[src/design/fpioc_pkg.sv]
package fpioc_pkg;

    // register byte offsets
    localparam logic [5:0] FPIOC_OFS_TMR0 = 6'h00;
    localparam logic [5:0] FPIOC_OFS_TMR1 = 6'h04;
    localparam logic [5:0] FPIOC_OFS_TMR2 = 6'h08;
    localparam logic [5:0] FPIOC_OFS_TMRCW = 6'h0C;
    localparam logic [5:0] FPIOC_OFS_DIN = 6'h10;
    localparam logic [5:0] FPIOC_OFS_DOUT = 6'h14;
    localparam logic [5:0] FPIOC_OFS_PCTL = 6'h18;
    localparam logic [5:0] FPIOC_OFS_ICTL = 6'h1C;
    localparam logic [5:0] FPIOC_OFS_AUX = 6'h20;
    localparam logic [3:0] FPIOC_BE_FULL = 4'hF;

    // port_mode_and_status fields
    localparam int FPIOC_P_IN_ACK = 0;
    localparam int FPIOC_P_IN_REQ = 1;
    localparam int FPIOC_P_IN_TMR = 2;
    localparam int FPIOC_P_IN_FIFO = 3;
    localparam int FPIOC_P_START_POL = 4;
    localparam int FPIOC_P_TRIG_EN = 5;
    localparam int FPIOC_P_DIN_EN = 6;
    localparam int FPIOC_P_OUT_ACK = 7;
    localparam int FPIOC_P_OUT_REQ = 8;
    localparam int FPIOC_P_OUT_TMR = 9;
    localparam int FPIOC_P_OUT_FIFO = 10;
    localparam int FPIOC_P_SW_TRIG = 11;
    localparam int FPIOC_P_OVR = 14;
    localparam int FPIOC_P_UND = 16;

    // irq_mode_and_status fields
    localparam int FPIOC_I_EN_LSB = 0;
    localparam int FPIOC_I_FLAG_LSB = 5;
    localparam int FPIOC_I_NSRC = 5;
    localparam int FPIOC_I_CHAIN0 = 10;
    localparam int FPIOC_I_CHAIN1 = 11;
    localparam int FPIOC_I_REQ_POL = 12;
    localparam int FPIOC_I_QCLR = 13;
    localparam int FPIOC_I_QEMPTY = 14;
    localparam int FPIOC_I_QFULL = 15;

    // interrupt source order: out ack, in request, timer 0, 1, 2
    localparam int FPIOC_SRC_OACK = 0;
    localparam int FPIOC_SRC_IREQ = 1;
    localparam int FPIOC_SRC_T0 = 2;
    localparam int FPIOC_SRC_T1 = 3;
    localparam int FPIOC_SRC_T2 = 4;

    // synchronised single-bit pins
    localparam int FPIOC_S_IREQ = 0;
    localparam int FPIOC_S_ITRG = 1;
    localparam int FPIOC_S_OACK = 2;
    localparam int FPIOC_S_T0 = 3;
    localparam int FPIOC_S_T1 = 4;
    localparam int FPIOC_S_T2 = 5;
    localparam int FPIOC_S_N = 6;

    localparam logic [31:0] FPIOC_RST_WORD = 32'h0000_0000;

    typedef struct packed {
        logic sw_trig;
        logic out_fifo_en;
        logic out_timer_en;
        logic out_req_en;
        logic out_ack_en;
        logic din_en;
        logic trig_en;
        logic start_pol;
        logic in_fifo_en;
        logic in_timer_en;
        logic in_req_en;
        logic in_ack_en;
    } fpioc_pctl_t;

    typedef struct packed {
        logic req_pol;
        logic chain1;
        logic chain0;
        logic [FPIOC_I_NSRC-1:0] irq_en;
    } fpioc_ictl_t;

    localparam fpioc_pctl_t FPIOC_PCTL_RST = '0;
    localparam fpioc_ictl_t FPIOC_ICTL_RST = '0;

    typedef enum logic [0:0] {FPIOC_O_IDLE, FPIOC_O_WAIT} fpioc_ostate_t;

endpackage

[src/design/fpioc_top.sv]
`timescale 1ns/10ps

// Overview of operation
// - only full 32-bit register accesses are honoured
// - decode eight locations plus optional auxiliary one
// - input register reads the 32 input lines
// - output register drives lines, reads back value
// - input acknowledge after read or store, if enabled
// - request edge latches input when enabled
// - timer 0 falling edge samples input
// - input FIFO enable queues each sample unless the queue is full
// - trigger edge of chosen polarity starts sampling
// - input enable low halts sampling and disarms the trigger
// - output request waits for acknowledge before next
// - output request strobe on each new word
// - timer 1 low edge moves next output word
// - output FIFO enable sources words from FIFO
// - software trigger pin follows its control bit
// - sticky overrun on sample into full FIFO
// - sticky underrun on request from empty FIFO
// - five interrupt sources, each individually enabled
// - interrupt status set on event, write-one clears
// - cascade bits select timer 2 as clock
// - request polarity bit picks latching edge
// - on-board queue clear, empty and full flags
// - acknowledge held while the request line stays high
// - output request re-asserted only after acknowledge
module fpioc_top
    import fpioc_pkg::*;
#(
    parameter int HAS_AUX = 1,
    parameter int AUX_W = 4
) (
    input wire logic CLK,
    input wire logic RESETN,
    input wire logic [5:0] REG_ADDR,
    input wire logic REG_WR,
    input wire logic REG_RD,
    input wire logic [3:0] REG_BE,
    input wire logic [31:0] REG_WDATA,
    output logic [31:0] REG_RDATA,
    output logic [1:0] TMR_ADDR,
    output logic TMR_WR,
    output logic TMR_RD,
    output logic [31:0] TMR_WDATA,
    input wire logic [31:0] TMR_RDATA,
    output logic TMR0_CHAIN,
    output logic TMR1_CHAIN,
    input wire logic TMR0_OUT,
    input wire logic TMR1_OUT,
    input wire logic TMR2_OUT,
    input wire logic [31:0] DIN_LINES,
    input wire logic IN_REQ,
    input wire logic IN_START,
    output logic IN_ACK,
    output logic [31:0] DOUT_LINES,
    output logic OUT_REQ,
    input wire logic OUT_ACK,
    output logic SW_TRIG,
    output logic IN_VALID,
    input wire logic IN_READY,
    output logic [31:0] IN_DATA,
    input wire logic OUT_VALID,
    output logic OUT_READY,
    input wire logic [31:0] OUT_DATA,
    input wire logic [AUX_W-1:0] AUX_IN,
    output logic [AUX_W-1:0] AUX_OUT,
    output logic IRQ
);

    function automatic logic hit(input logic [5:0] a, input logic [5:0] ofs);
        hit = (a == ofs);
    endfunction

    ////////////////////////////////////////////////////////////////////
    // pin synchronisers

    logic [31:0] di_s1_r, di_s2_r;
    logic [AUX_W-1:0] aux_s1_r, aux_s2_r;
    logic [FPIOC_S_N-1:0] pin_s1_r, pin_s2_r, pin_prev_r;
    logic [FPIOC_S_N-1:0] pin_raw;

    assign pin_raw = {TMR2_OUT, TMR1_OUT, TMR0_OUT, OUT_ACK, IN_START, IN_REQ};

    always_ff @(posedge CLK or negedge RESETN) begin
        if (!RESETN) begin
            di_s1_r <= FPIOC_RST_WORD;
            di_s2_r <= FPIOC_RST_WORD;
            aux_s1_r <= '0;
            aux_s2_r <= '0;
            pin_s1_r <= '0;
            pin_s2_r <= '0;
            pin_prev_r <= '0;
        end else begin
            di_s1_r <= DIN_LINES;
            di_s2_r <= di_s1_r;
            aux_s1_r <= AUX_IN;
            aux_s2_r <= aux_s1_r;
            pin_s1_r <= pin_raw;
            pin_s2_r <= pin_s1_r;
            pin_prev_r <= pin_s2_r;
        end
    end

    logic [FPIOC_S_N-1:0] rise, fall;
    assign rise = pin_s2_r & ~pin_prev_r;
    assign fall = ~pin_s2_r & pin_prev_r;

    ////////////////////////////////////////////////////////////////////
    // state

    fpioc_pctl_t pctl_r, pctl_nxt;
    fpioc_ictl_t ictl_r, ictl_nxt;
    logic [FPIOC_I_NSRC-1:0] flag_r, flag_nxt;
    logic ovr_r, ovr_nxt, und_r, und_nxt;
    logic armed_r, armed_nxt, ack_r, ack_nxt;
    logic [31:0] do_r, do_nxt, rdata_r, rdata_nxt;
    logic [AUX_W-1:0] aux_r, aux_nxt;
    logic [31:0] buf_r [2];
    logic [31:0] buf_nxt [2];
    logic wp_r, wp_nxt, rp_r, rp_nxt;
    logic [1:0] cnt_r, cnt_nxt;
    fpioc_ostate_t ost_r, ost_nxt;
    logic oreq_r, oreq_nxt, irq_r, irq_nxt;

    logic wr_ok, rd_ok, trg_edge, req_edge, sample, push, pop, stored;
    logic pace, load, host_do, ready_evt, din_rd, qclr, underrun_evt;
    logic [FPIOC_I_NSRC-1:0] src;

    // partial-width accesses are dropped; no byte-lane merge exists
    assign wr_ok = REG_WR && (REG_BE == FPIOC_BE_FULL);
    assign rd_ok = REG_RD && (REG_BE == FPIOC_BE_FULL);

    // timer block lives outside; its three counters pass through, its control word on writes only
    assign TMR_ADDR = REG_ADDR[3:2];
    assign TMR_WR = wr_ok && (REG_ADDR[5:4] == 2'b00);
    assign TMR_RD = rd_ok && (REG_ADDR[5:4] == 2'b00) && !hit(REG_ADDR, FPIOC_OFS_TMRCW);
    assign TMR_WDATA = REG_WDATA;
    assign TMR0_CHAIN = ictl_r.chain0;
    assign TMR1_CHAIN = ictl_r.chain1;

    always_comb begin
        pctl_nxt = pctl_r;
        ictl_nxt = ictl_r;
        do_nxt = do_r;
        aux_nxt = aux_r;
        buf_nxt = buf_r;
        wp_nxt = wp_r;
        rp_nxt = rp_r;
        cnt_nxt = cnt_r;
        rdata_nxt = rdata_r;

        // input sampling
        trg_edge = pctl_r.start_pol ? rise[FPIOC_S_ITRG] : fall[FPIOC_S_ITRG];
        req_edge = ictl_r.req_pol ? fall[FPIOC_S_IREQ] : rise[FPIOC_S_IREQ];
        if (!pctl_r.din_en) begin
            armed_nxt = 1'b0;
        end else if (!pctl_r.trig_en || trg_edge) begin
            armed_nxt = 1'b1;
        end else begin
            armed_nxt = armed_r;
        end
        sample = pctl_r.din_en && armed_r
            && ((pctl_r.in_timer_en && fall[FPIOC_S_T0])
            || (pctl_r.in_req_en && req_edge));
        push = sample && pctl_r.in_fifo_en;
        qclr = wr_ok && hit(REG_ADDR, FPIOC_OFS_ICTL) && REG_WDATA[FPIOC_I_QCLR];
        pop = IN_READY && (cnt_r != 2'd0);
        stored = push && (cnt_r != 2'd2);

        // two-entry queue toward the bus-master side
        if (qclr) begin
            // a push in the same cycle still lands in the emptied queue, unless the queue was full
            wp_nxt = 1'b0;
            rp_nxt = 1'b0;
            cnt_nxt = stored ? 2'd1 : 2'd0;
            if (stored) begin
                buf_nxt[0] = di_s2_r;
                wp_nxt = 1'b1;
            end
        end else begin
            if (stored) begin
                buf_nxt[wp_r] = di_s2_r;
                wp_nxt = ~wp_r;
            end
            if (pop) begin
                rp_nxt = ~rp_r;
            end
            cnt_nxt = 2'(cnt_r + {1'b0, stored} - {1'b0, pop});
        end

        din_rd = rd_ok && hit(REG_ADDR, FPIOC_OFS_DIN);
        // ack raised by a store or a host read, held while request stays up
        ack_nxt = pctl_r.in_ack_en
            && ((ack_r && pin_s2_r[FPIOC_S_IREQ]) || stored || din_rd);

        // output side
        pace = pctl_r.out_timer_en ? fall[FPIOC_S_T1] : 1'b1;
        OUT_READY = pctl_r.out_fifo_en && pace && (ost_r == FPIOC_O_IDLE);
        load = OUT_READY && OUT_VALID;
        // only timer pacing counts as a demand; free-running mode just idles
        underrun_evt = OUT_READY && pctl_r.out_timer_en && !OUT_VALID;
        host_do = wr_ok && hit(REG_ADDR, FPIOC_OFS_DOUT) && !pctl_r.out_fifo_en;
        if (load) begin
            do_nxt = OUT_DATA;
        end else if (host_do) begin
            do_nxt = REG_WDATA;
        end
        ready_evt = load || host_do;

        ost_nxt = ost_r;
        unique case (ost_r)
            FPIOC_O_IDLE: begin
                if (ready_evt && pctl_r.out_req_en && pctl_r.out_ack_en) begin
                    ost_nxt = FPIOC_O_WAIT;
                end
            end
            FPIOC_O_WAIT: begin
                // a fresh edge only: the previous word's ack may still be high
                if (rise[FPIOC_S_OACK] || !pctl_r.out_ack_en) begin
                    ost_nxt = FPIOC_O_IDLE;
                end
            end
        endcase
        oreq_nxt = (ost_nxt == FPIOC_O_WAIT)
            || ((ost_r == FPIOC_O_IDLE) && ready_evt && pctl_r.out_req_en
            && !pctl_r.out_ack_en);

        // interrupt sources and sticky flags; set wins over clear
        src = '0;
        src[FPIOC_SRC_OACK] = rise[FPIOC_S_OACK];
        src[FPIOC_SRC_IREQ] = req_edge;
        src[FPIOC_SRC_T0] = rise[FPIOC_S_T0];
        src[FPIOC_SRC_T1] = rise[FPIOC_S_T1];
        src[FPIOC_SRC_T2] = rise[FPIOC_S_T2];
        flag_nxt = flag_r;
        ovr_nxt = ovr_r;
        und_nxt = und_r;
        if (wr_ok && hit(REG_ADDR, FPIOC_OFS_ICTL)) begin
            flag_nxt = flag_r & ~REG_WDATA[FPIOC_I_FLAG_LSB +: FPIOC_I_NSRC];
        end
        if (wr_ok && hit(REG_ADDR, FPIOC_OFS_PCTL)) begin
            ovr_nxt = ovr_r && !REG_WDATA[FPIOC_P_OVR];
            und_nxt = und_r && !REG_WDATA[FPIOC_P_UND];
        end
        flag_nxt = flag_nxt | (src & ictl_r.irq_en);
        ovr_nxt = ovr_nxt || (push && (cnt_r == 2'd2));
        und_nxt = und_nxt || underrun_evt;

        // control writes
        if (wr_ok && hit(REG_ADDR, FPIOC_OFS_PCTL)) begin
            pctl_nxt = fpioc_pctl_t'(REG_WDATA[FPIOC_P_SW_TRIG:0]);
        end
        if (wr_ok && hit(REG_ADDR, FPIOC_OFS_ICTL)) begin
            ictl_nxt.irq_en = REG_WDATA[FPIOC_I_EN_LSB +: FPIOC_I_NSRC];
            ictl_nxt.chain0 = REG_WDATA[FPIOC_I_CHAIN0];
            ictl_nxt.chain1 = REG_WDATA[FPIOC_I_CHAIN1];
            ictl_nxt.req_pol = REG_WDATA[FPIOC_I_REQ_POL];
        end
        irq_nxt = |(flag_nxt & ictl_nxt.irq_en);
        if (HAS_AUX != 0 && wr_ok && hit(REG_ADDR, FPIOC_OFS_AUX)) begin
            aux_nxt = REG_WDATA[AUX_W-1:0];
        end

        // read mux; unmapped reads return zero, partial reads keep the last read data
        if (rd_ok) begin
            rdata_nxt = FPIOC_RST_WORD;
            unique case (REG_ADDR)
                FPIOC_OFS_TMR0, FPIOC_OFS_TMR1, FPIOC_OFS_TMR2: rdata_nxt = TMR_RDATA;
                FPIOC_OFS_DIN: rdata_nxt = di_s2_r;
                FPIOC_OFS_DOUT: rdata_nxt = do_r;
                FPIOC_OFS_PCTL: begin
                    rdata_nxt[FPIOC_P_SW_TRIG:0] = pctl_r;
                    rdata_nxt[FPIOC_P_OVR] = ovr_r;
                    rdata_nxt[FPIOC_P_UND] = und_r;
                end
                FPIOC_OFS_ICTL: begin
                    rdata_nxt[FPIOC_I_EN_LSB +: FPIOC_I_NSRC] = ictl_r.irq_en;
                    rdata_nxt[FPIOC_I_FLAG_LSB +: FPIOC_I_NSRC] = flag_r;
                    rdata_nxt[FPIOC_I_CHAIN0] = ictl_r.chain0;
                    rdata_nxt[FPIOC_I_CHAIN1] = ictl_r.chain1;
                    rdata_nxt[FPIOC_I_REQ_POL] = ictl_r.req_pol;
                    rdata_nxt[FPIOC_I_QEMPTY] = (cnt_r == 2'd0);
                    rdata_nxt[FPIOC_I_QFULL] = (cnt_r == 2'd2);
                end
                FPIOC_OFS_AUX: begin
                    if (HAS_AUX != 0) begin
                        rdata_nxt[AUX_W-1:0] = aux_s2_r;
                    end
                end
                default: rdata_nxt = FPIOC_RST_WORD;
            endcase
        end
    end

    always_ff @(posedge CLK or negedge RESETN) begin
        if (!RESETN) begin
            pctl_r <= FPIOC_PCTL_RST;
            ictl_r <= FPIOC_ICTL_RST;
            flag_r <= '0;
            ovr_r <= 1'b0;
            und_r <= 1'b0;
            armed_r <= 1'b0;
            ack_r <= 1'b0;
            do_r <= FPIOC_RST_WORD;
            rdata_r <= FPIOC_RST_WORD;
            aux_r <= '0;
            buf_r[0] <= FPIOC_RST_WORD;
            buf_r[1] <= FPIOC_RST_WORD;
            wp_r <= 1'b0;
            rp_r <= 1'b0;
            cnt_r <= 2'd0;
            ost_r <= FPIOC_O_IDLE;
            oreq_r <= 1'b0;
            irq_r <= 1'b0;
        end else begin
            pctl_r <= pctl_nxt;
            ictl_r <= ictl_nxt;
            flag_r <= flag_nxt;
            ovr_r <= ovr_nxt;
            und_r <= und_nxt;
            armed_r <= armed_nxt;
            ack_r <= ack_nxt;
            do_r <= do_nxt;
            rdata_r <= rdata_nxt;
            aux_r <= aux_nxt;
            buf_r <= buf_nxt;
            wp_r <= wp_nxt;
            rp_r <= rp_nxt;
            cnt_r <= cnt_nxt;
            ost_r <= ost_nxt;
            oreq_r <= oreq_nxt;
            irq_r <= irq_nxt;
        end
    end

    assign REG_RDATA = rdata_r;
    assign DOUT_LINES = do_r;
    assign SW_TRIG = pctl_r.sw_trig;
    assign IN_ACK = ack_r;
    assign OUT_REQ = oreq_r;
    assign IRQ = irq_r;
    assign AUX_OUT = aux_r;
    assign IN_VALID = (cnt_r != 2'd0);
    assign IN_DATA = buf_r[rp_r];
endmodule

[config.mk]
export PLATFORM = sky130hd
export DESIGN_NAME = fpioc_top
export DESIGN_NICKNAME = d
export VERILOG_FILES = /design/src/design/fpioc_pkg.sv /design/src/design/fpioc_top.sv
export SDC_FILE = /design/constraint.sdc
export NUM_CORES = 1
export LEC_CHECK = 0
export ABC_AREA = 1
export BUFFER_PORTS_ARGS = -buffer_cell sky130_fd_sc_hd__buf_2
export CAP_MARGIN = 20
export CORE_MARGIN = 1.5
export CORE_UTILIZATION = 52
export DETAILED_ROUTE_END_ITERATION = 6
export PLACE_DENSITY = 0.78
export SLEW_MARGIN = 20
export SYNTH_ARGS = -nofsm -noshare
export SYNTH_HDL_FRONTEND = slang
export SYNTH_SLANG_ARGS = --single-unit
export TNS_END_PERCENT = 1
[constraint.sdc]
create_clock -name CLK -period 2.6 [get_ports CLK]
set_clock_uncertainty 0.1 [all_clocks]
set_input_delay 0.13 -clock CLK [delete_from_list [all_inputs] [get_ports CLK]]
set_output_delay 0.13 -clock CLK [all_outputs]
set_load 0.02 [all_outputs]
### Yosys cells after proc, flatten, opt, wreduce, memory -nomap -nowiden

Index checks and enable logic that the tools add are counted.

* flip-flop bits (word level): 258
* bits in latches: 0
* memory bits (writable): 0
* memory bits (read-only): 0
* input bits: 154
* output and inout bits: 144
* word-level logic and storage cells: 170
* memories: 0

* add/sub/neg operators: 2
* multiply operators: 0
* divide/modulo/power cells: 0
* $lt $le $gt $ge: 3
* equality and inequality tests: 12
* shift operators: 0
* muxes and demuxes: 38
* bitwise logic cells: 15
* reduce and logical (&&, ||, !) cells: 61

Operator list (number)
* 32-bit two-way mux: 8
* 64-bit bitwise mux: 1
* 64-bit two-way mux: 1
* 15-bit case mux with 3 select lines: 1
* 8-bit case mux with 5 select lines: 1
* 1-bit logical AND: 35
* 32-bit demux with 1-bit select: 1
* 6-bit by 5-bit equality test with 1-bit output, second input constant: 4
* 4-bit case mux with 6 select lines: 1
* 5-bit bitwise AND: 4
* 1-bit two-way mux: 15
* 6-bit by 4-bit equality test with 1-bit output, second input constant: 2
* 1-bit case mux with 4 select lines: 3
* 5-bit two-way mux: 2
* 5-bit NOT: 2
* 1-bit logical OR: 9
* 2-bit nonzero test: 4
* 1-bit logical NOT: 7
* 6-bit bitwise AND: 1
* 6-bit by 3-bit equality test with 1-bit output, second input constant: 1
* 6-bit equality test, second input constant: 1
* 6-bit logical NOT: 1
* 6-bit NOT: 1
* 5-bit bitwise OR: 1
* 18 further kinds: 24

### Longest topological paths before layout

* word-level depth: 12
* depth in mapped cells: 13
* depth with buffers taken out: 13

### Worst setup path after synthesis

OpenSTA, ideal clock, no wires.

* kind: reg2reg
* start: reg pin_s2_r[0]
* end: reg cnt_r[1]
* library setup time: 0.077 ns
* data arrival time: 1.772 ns
* required time: 2.423 ns
* path slack: 0.651 ns
* cell stages (with the launch flop): 12
* path buffers: 0
* clock period less this slack: 1.949 ns
* cell sequence: dfrtp_1 > o21ai_1 > nand2_1 > inv_1 > nand2_1 > nand2_1 > nand3_2 > ha_1 > inv_1 > ha_1 > or2_2 > a21oi_1

* cells in the longest elaborated chain, start to end: 11
* elaborated cells on any way between the ends: 12
* classes of those cells: add/sub: 2; mux: 2; bitwise: 3; reduce/logical: 5

Ends and longest elaborated chain
* from (decl): line fpioc_top.sv:80 `logic [FPIOC_S_N-1:0] pin_s1_r, pin_s2_r, pin_prev_r;`
* from (signal assigned): line fpioc_top.sv:100 `pin_s2_r <= pin_s1_r;`
* 5-bit NOT: line fpioc_top.sv:107 `assign fall = ~pin_s2_r & pin_prev_r;`
* 5-bit bitwise AND: line fpioc_top.sv:107
* 1-bit two-way mux *: line fpioc_top.sv:155 `req_edge = ictl_r.req_pol ? fall[FPIOC_S_IREQ] : rise[FPIOC_S_IREQ];`
* 1-bit logical AND *: line fpioc_top.sv:165 `|| (pctl_r.in_req_en && req_edge));`
* 1-bit logical OR *: line fpioc_top.sv:165
* 1-bit logical AND *: line fpioc_top.sv:164 `&& ((pctl_r.in_timer_en && fall[FPIOC_S_T0])`
* 1-bit logical AND *: line fpioc_top.sv:166 `push = sample && pctl_r.in_fifo_en;`
* 1-bit logical AND *: line fpioc_top.sv:169 `stored = push && (cnt_r != 2'd2);`
* 2-bit by 1-bit adder with 2-bit output *: line fpioc_top.sv:189 `cnt_nxt = 2'(cnt_r + {1'b0, stored} - {1'b0, pop});`
* 2-bit by 1-bit subtractor with 2-bit output *: line fpioc_top.sv:189
* 2-bit two-way mux *: line fpioc_top.sv:172 `if (qclr) begin`
* net cnt_nxt[1]: line fpioc_top.sv:122 `logic [1:0] cnt_r, cnt_nxt;`
* to (signal assigned): line fpioc_top.sv:330 `cnt_r <= cnt_nxt;`
* to (decl): line fpioc_top.sv:122

Mark *: on every way through the listed nets, which the timed path passes. The rest lies on a longest branch.
A chain may end at the register's enable or synchronous reset.

### Worst setup path in the final report

* start: reg pctl_r[10] in the netlist's numbering
* end: reg do_r[29] (netlist: DOUT_LINES[29])

* cells in the longest elaborated chain, start to end: 4
* elaborated cells on any way between the ends: 7
* classes of those cells: mux: 1; reduce/logical: 6

Ends and longest elaborated chain
* from (decl): line fpioc_top.sv:112 `fpioc_pctl_t pctl_r, pctl_nxt;`
* from (signal assigned): line fpioc_top.sv:317 `pctl_r <= pctl_nxt;`
* 1-bit logical AND (2 in a row): line fpioc_top.sv:199 `OUT_READY = pctl_r.out_fifo_en && pace && (ost_r == FPIOC_O_IDLE);`
* 1-bit logical AND: line fpioc_top.sv:200 `load = OUT_READY && OUT_VALID;`
* 32-bit two-way mux or 2-bit nonzero test (tied branches)
* to (signal assigned): line fpioc_top.sv:324 `do_r <= do_nxt;`
* to (decl): line fpioc_top.sv:117 `logic [31:0] do_r, do_nxt, rdata_r, rdata_nxt;`

Parallel ways exist; a longest one is shown, timed or not.

==> impl_metrics.yaml <==
outcome:
  status: "completed"
flow_run:
  cap_violations: 0
critical_path:
  crit_fanout: 37
  cp_cell_sequence: "inv_1 > nor2_1 > nand2_1 > inv_1 > nand2_2 > buf_4 > o21ai_0 > o21ai_0 > dlygate4sd3_1 > o21ai_0"
  worstSetupPathType: "reg2reg"
  start_kind: "flip-flop"
  end_kind: "flip-flop"
  path_buf_inv: 4
  reg2reg_from: "pctl_r[10]$_DFFE_PN0P_"
  critPathSlowestCell: "dlygate4sd3_1"
  worstReg2RegEnd: "DOUT_LINES[29]$_DFFE_PN0N_"
  r2r_slack_ns: 0.09
  path_depth: 10
  critical_path_arrival_ns: 2.79
  critPathTopFamily: "buffers and inverters"
  rr_worst_depth: 10
  cp_data_required_time_ns: 2.89
  cpPeakStageDelay_ns: 0.60
  cpMostUsedCell: "o21ai_0"
  critPathCapture: "DOUT_LINES[29]$_DFFE_PN0N_"
  startpoint: "pctl_r[10]$_DFFE_PN0P_"
power:
  p_leak_nw: 7.51
  report.power.total_w: 0.0107
  vdd_drop_max_v: 0.000447
  power_density_nw_per_um2: 730
die:
  die_w_microns: 146
  die_h_microns: 146
  die-area_sq_um: 21400
  coreArea_sq_um: 20200
  start_util: 0.528
  io_pins: 298
  num_rows: 52
route:
  first_iter_violations: 716
  dr.pass1.iters: 7
  num_vias: 9973
  wire_per_inst_microns: 18.6
  drcViolationCount: 0
  wirelength_mm: 34.6
  vias_per_cell: 5.36
  ant_nets: 0
timing:
  slew_viol_final: 0
  tightestPinTransition_ns: 0.801
  setup_viol: 0
  max_freq_mhz: 399
  finalCriticalPeriod_ns: 2.51
  holdWs_ns: 0.0259
  slew_headroom: 0.462
  finalSetupTns_ns: 0
  hold_viol_final: 0
  rsz0062_at_grt: "false"
  period_share: 0.964
cts:
  numCtsBuffers: 27
  root_buffer: "clkbuf_16"
  h-tree-depth: 1
  clockBufferDepth: 3
  tritoncts: "done"
  path_clk_slew_ns: 0.06
  cts.repair_timing.setup_buffer_count: 0
  cts_sinks: 258
  clk-insertion-delay-late_ns: 0.53
global_route:
  grtUsageTotal: 0.323
  antenna_found_initial: 3
  grt_pass1_wl_mm: 53.6
  grt_pass1_vias: 10100
  overflow: 0
  grt_start_max_net_pins: 85
cells_and_area:
  fin_util: 0.729
  post-route-cell-area_sq_um: 14700
  area.growth.synth_to_final_pct: 38.1
  finalNetCount: 1724
  drive_gt1_frac: 0.248
logic_synthesis:
  yosysWarningCount: 0
  ys_ff_latch: 258
  ys_types: 39
  synth-main-ff-cell: "dfrtp_1"
  synthCells: 1150
  synth_edf_count: 0
  synth_nets: 1306
  syn_area_sq_um: 10700
  syn_area_per_cell_sq_um: 9.26
  seq_area_frac_synth: 0.606
  async_reset_ff_frac: 1.00
placement:
  hpwlAfterDp_mm: 22.2
  place_area_sq_um: 12200
  place_congestion: 0.884
  portBuffers: 297
worst_hold_path:
  min-delay-path-class: "in2reg"
worst min-delay path: stages:
cell,delay [ns]
buf_2,0.08
nand2_1,0.05
o21ai_0,0.12
a21oi_1,0.05
o21ai_0,0.18
cell usage after synthesis, types with 2 or more instances:
master | instances | share of area
a31oi_1 | 8 | 0.0047
nand2_2 | 3 | 0.0018
dfrtp_1 | 258 | 0.61
buf_1 | 5 | 0.0018
inv_1 | 114 | 0.040
a21oi_1 | 56 | 0.026
clkbuf_1 | 20 | 0.0070
buf_4 | 37 | 0.026
a22o_1 | 4 | 0.0033
a22oi_1 | 17 | 0.012
nand2_1 | 268 | 0.094
nand4_1 | 5 | 0.0029
inv_2 | 2 | 0.00071
ha_1 | 2 | 0.0023
and3_1 | 3 | 0.0018
nor2_1 | 58 | 0.020
o21ai_0 | 147 | 0.069
or2_2 | 2 | 0.0012
buf_2 | 24 | 0.011
nand3_2 | 4 | 0.0038
o21ai_1 | 33 | 0.016
nor2_4 | 3 | 0.0032
o22ai_1 | 2 | 0.0012
nand3_1 | 56 | 0.026
buf_6 | 5 | 0.0053
area by class of cell:
class / instances / area [sq um]
clock inverter: 10 / 140
timing repair buffer: 480 / 3320
antenna: 2 / 5.00
tap: 270 / 338
clock buffer: 39 / 791
multi-input combinational: 684 / 3220
fill: 1388 / 5460
sequential: 258 / 6460
inverter: 117 / 439
cell families (layout without fill, tap and decap cells):
family          count (synthesis)  count (layout)  synth area share
simple gates                  409             409             0.162
compound gates                271             271             0.135
flops                         258             258             0.606
buf+inv                       208             646            0.0927
fa+ha+maj                       2               2           0.00235
xor+xnor                        2               2           0.00164
other cells                     0               2                 0
worst min-delay path by stage:
| stage | cells past startpoint | to | start | slack (ns) |
|---|---|---|---|---|
| 3_3_place_gp | 1 | di_s1_r[13]$_DFF_PN0_ | RESETN | 0.07 |
| 2_1_floorplan | 0 | AUX_OUT[0]$_DFFE_PN0P_ | RESETN | -0.27 |
| 5_1_grt | 5 | REG_RDATA[29]$_DFFE_PN0P_ | TMR_RDATA[29] | 0.08 |
| 3_5_place_dp | 1 | di_s1_r[13]$_DFF_PN0_ | RESETN | 0.08 |
| 6_report | 5 | REG_RDATA[29]$_DFFE_PN0P_ | TMR_RDATA[29] | 0.03 |
| 4_1_cts | 5 | cnt_r[0]$_DFF_PN0_ | REG_BE[0] | 0.03 |
per-layer routing:
layer / track usage / part of all wire
met5: 0 / 0.00043
met4: 0.148 / 0.046
met3: 0.0650 / 0.081
met2: 0.545 / 0.49
met1: 0.403 / 0.39
per-stage QoR:
stage	std cells	setup slack [ns]
detailed placement	1656	0.480
CTS	1858	0.195
global route	1859	0.0162
finish	1860	0.0948
global placement	1656	0.568
floorplan	1150	0.651
sequential cells by signal, summed over array words and instances (netlist names), 5 cells and up:
signal	flops
REG_RDATA	32
ictl_r	6
pin_s1_r	6
DOUT_LINES	32
flag_r	5
pin_s2_r	6
buf_r	64
pctl_r	11
di_s2_r	32
di_s1_r	32
pin_prev_r	6
power breakdown:
part           switching [W]  total, W  internal [W]
clock network        0.00157   0.00398       0.00241
logic                0.00143   0.00225      0.000823
registers           0.000246   0.00451       0.00426
timing repair:
item                                    CTS  global route
endpoints found under the setup margin    0             2
hold buffers                            153             0
endpoints found under the hold margin   252             0
resized for setup                         0             2
layout by cell type, fill, tap and decap left out, types with 2 or more instances in the layout:
cell type,n
o22ai_1,2
dlygate4sd3_1,153
a31oi_1,8
clkinvlp_4,2
nor2_4,3
a22oi_1,17
buf_12,5
buf_2,296
diode_2,2
nand3_1,56
ha_1,2
clkinv_2,3
dfrtp_1,257
nor2_1,57
or2_2,2
bufinv_16,3
nand2_1,266
nand2_2,5
buf_4,24
and3_1,3
a22o_1,4
inv_2,2
o21ai_1,33
a21oi_1,56
o21ai_0,147
nand3_2,4
nand4_1,5
nor3_4,2
clkbuf_16,27
inv_1,114
nor2_2,2
clkbuf_1,5
clkbuf_8,7
Note: power is estimated with default switching activity, not from simulation.
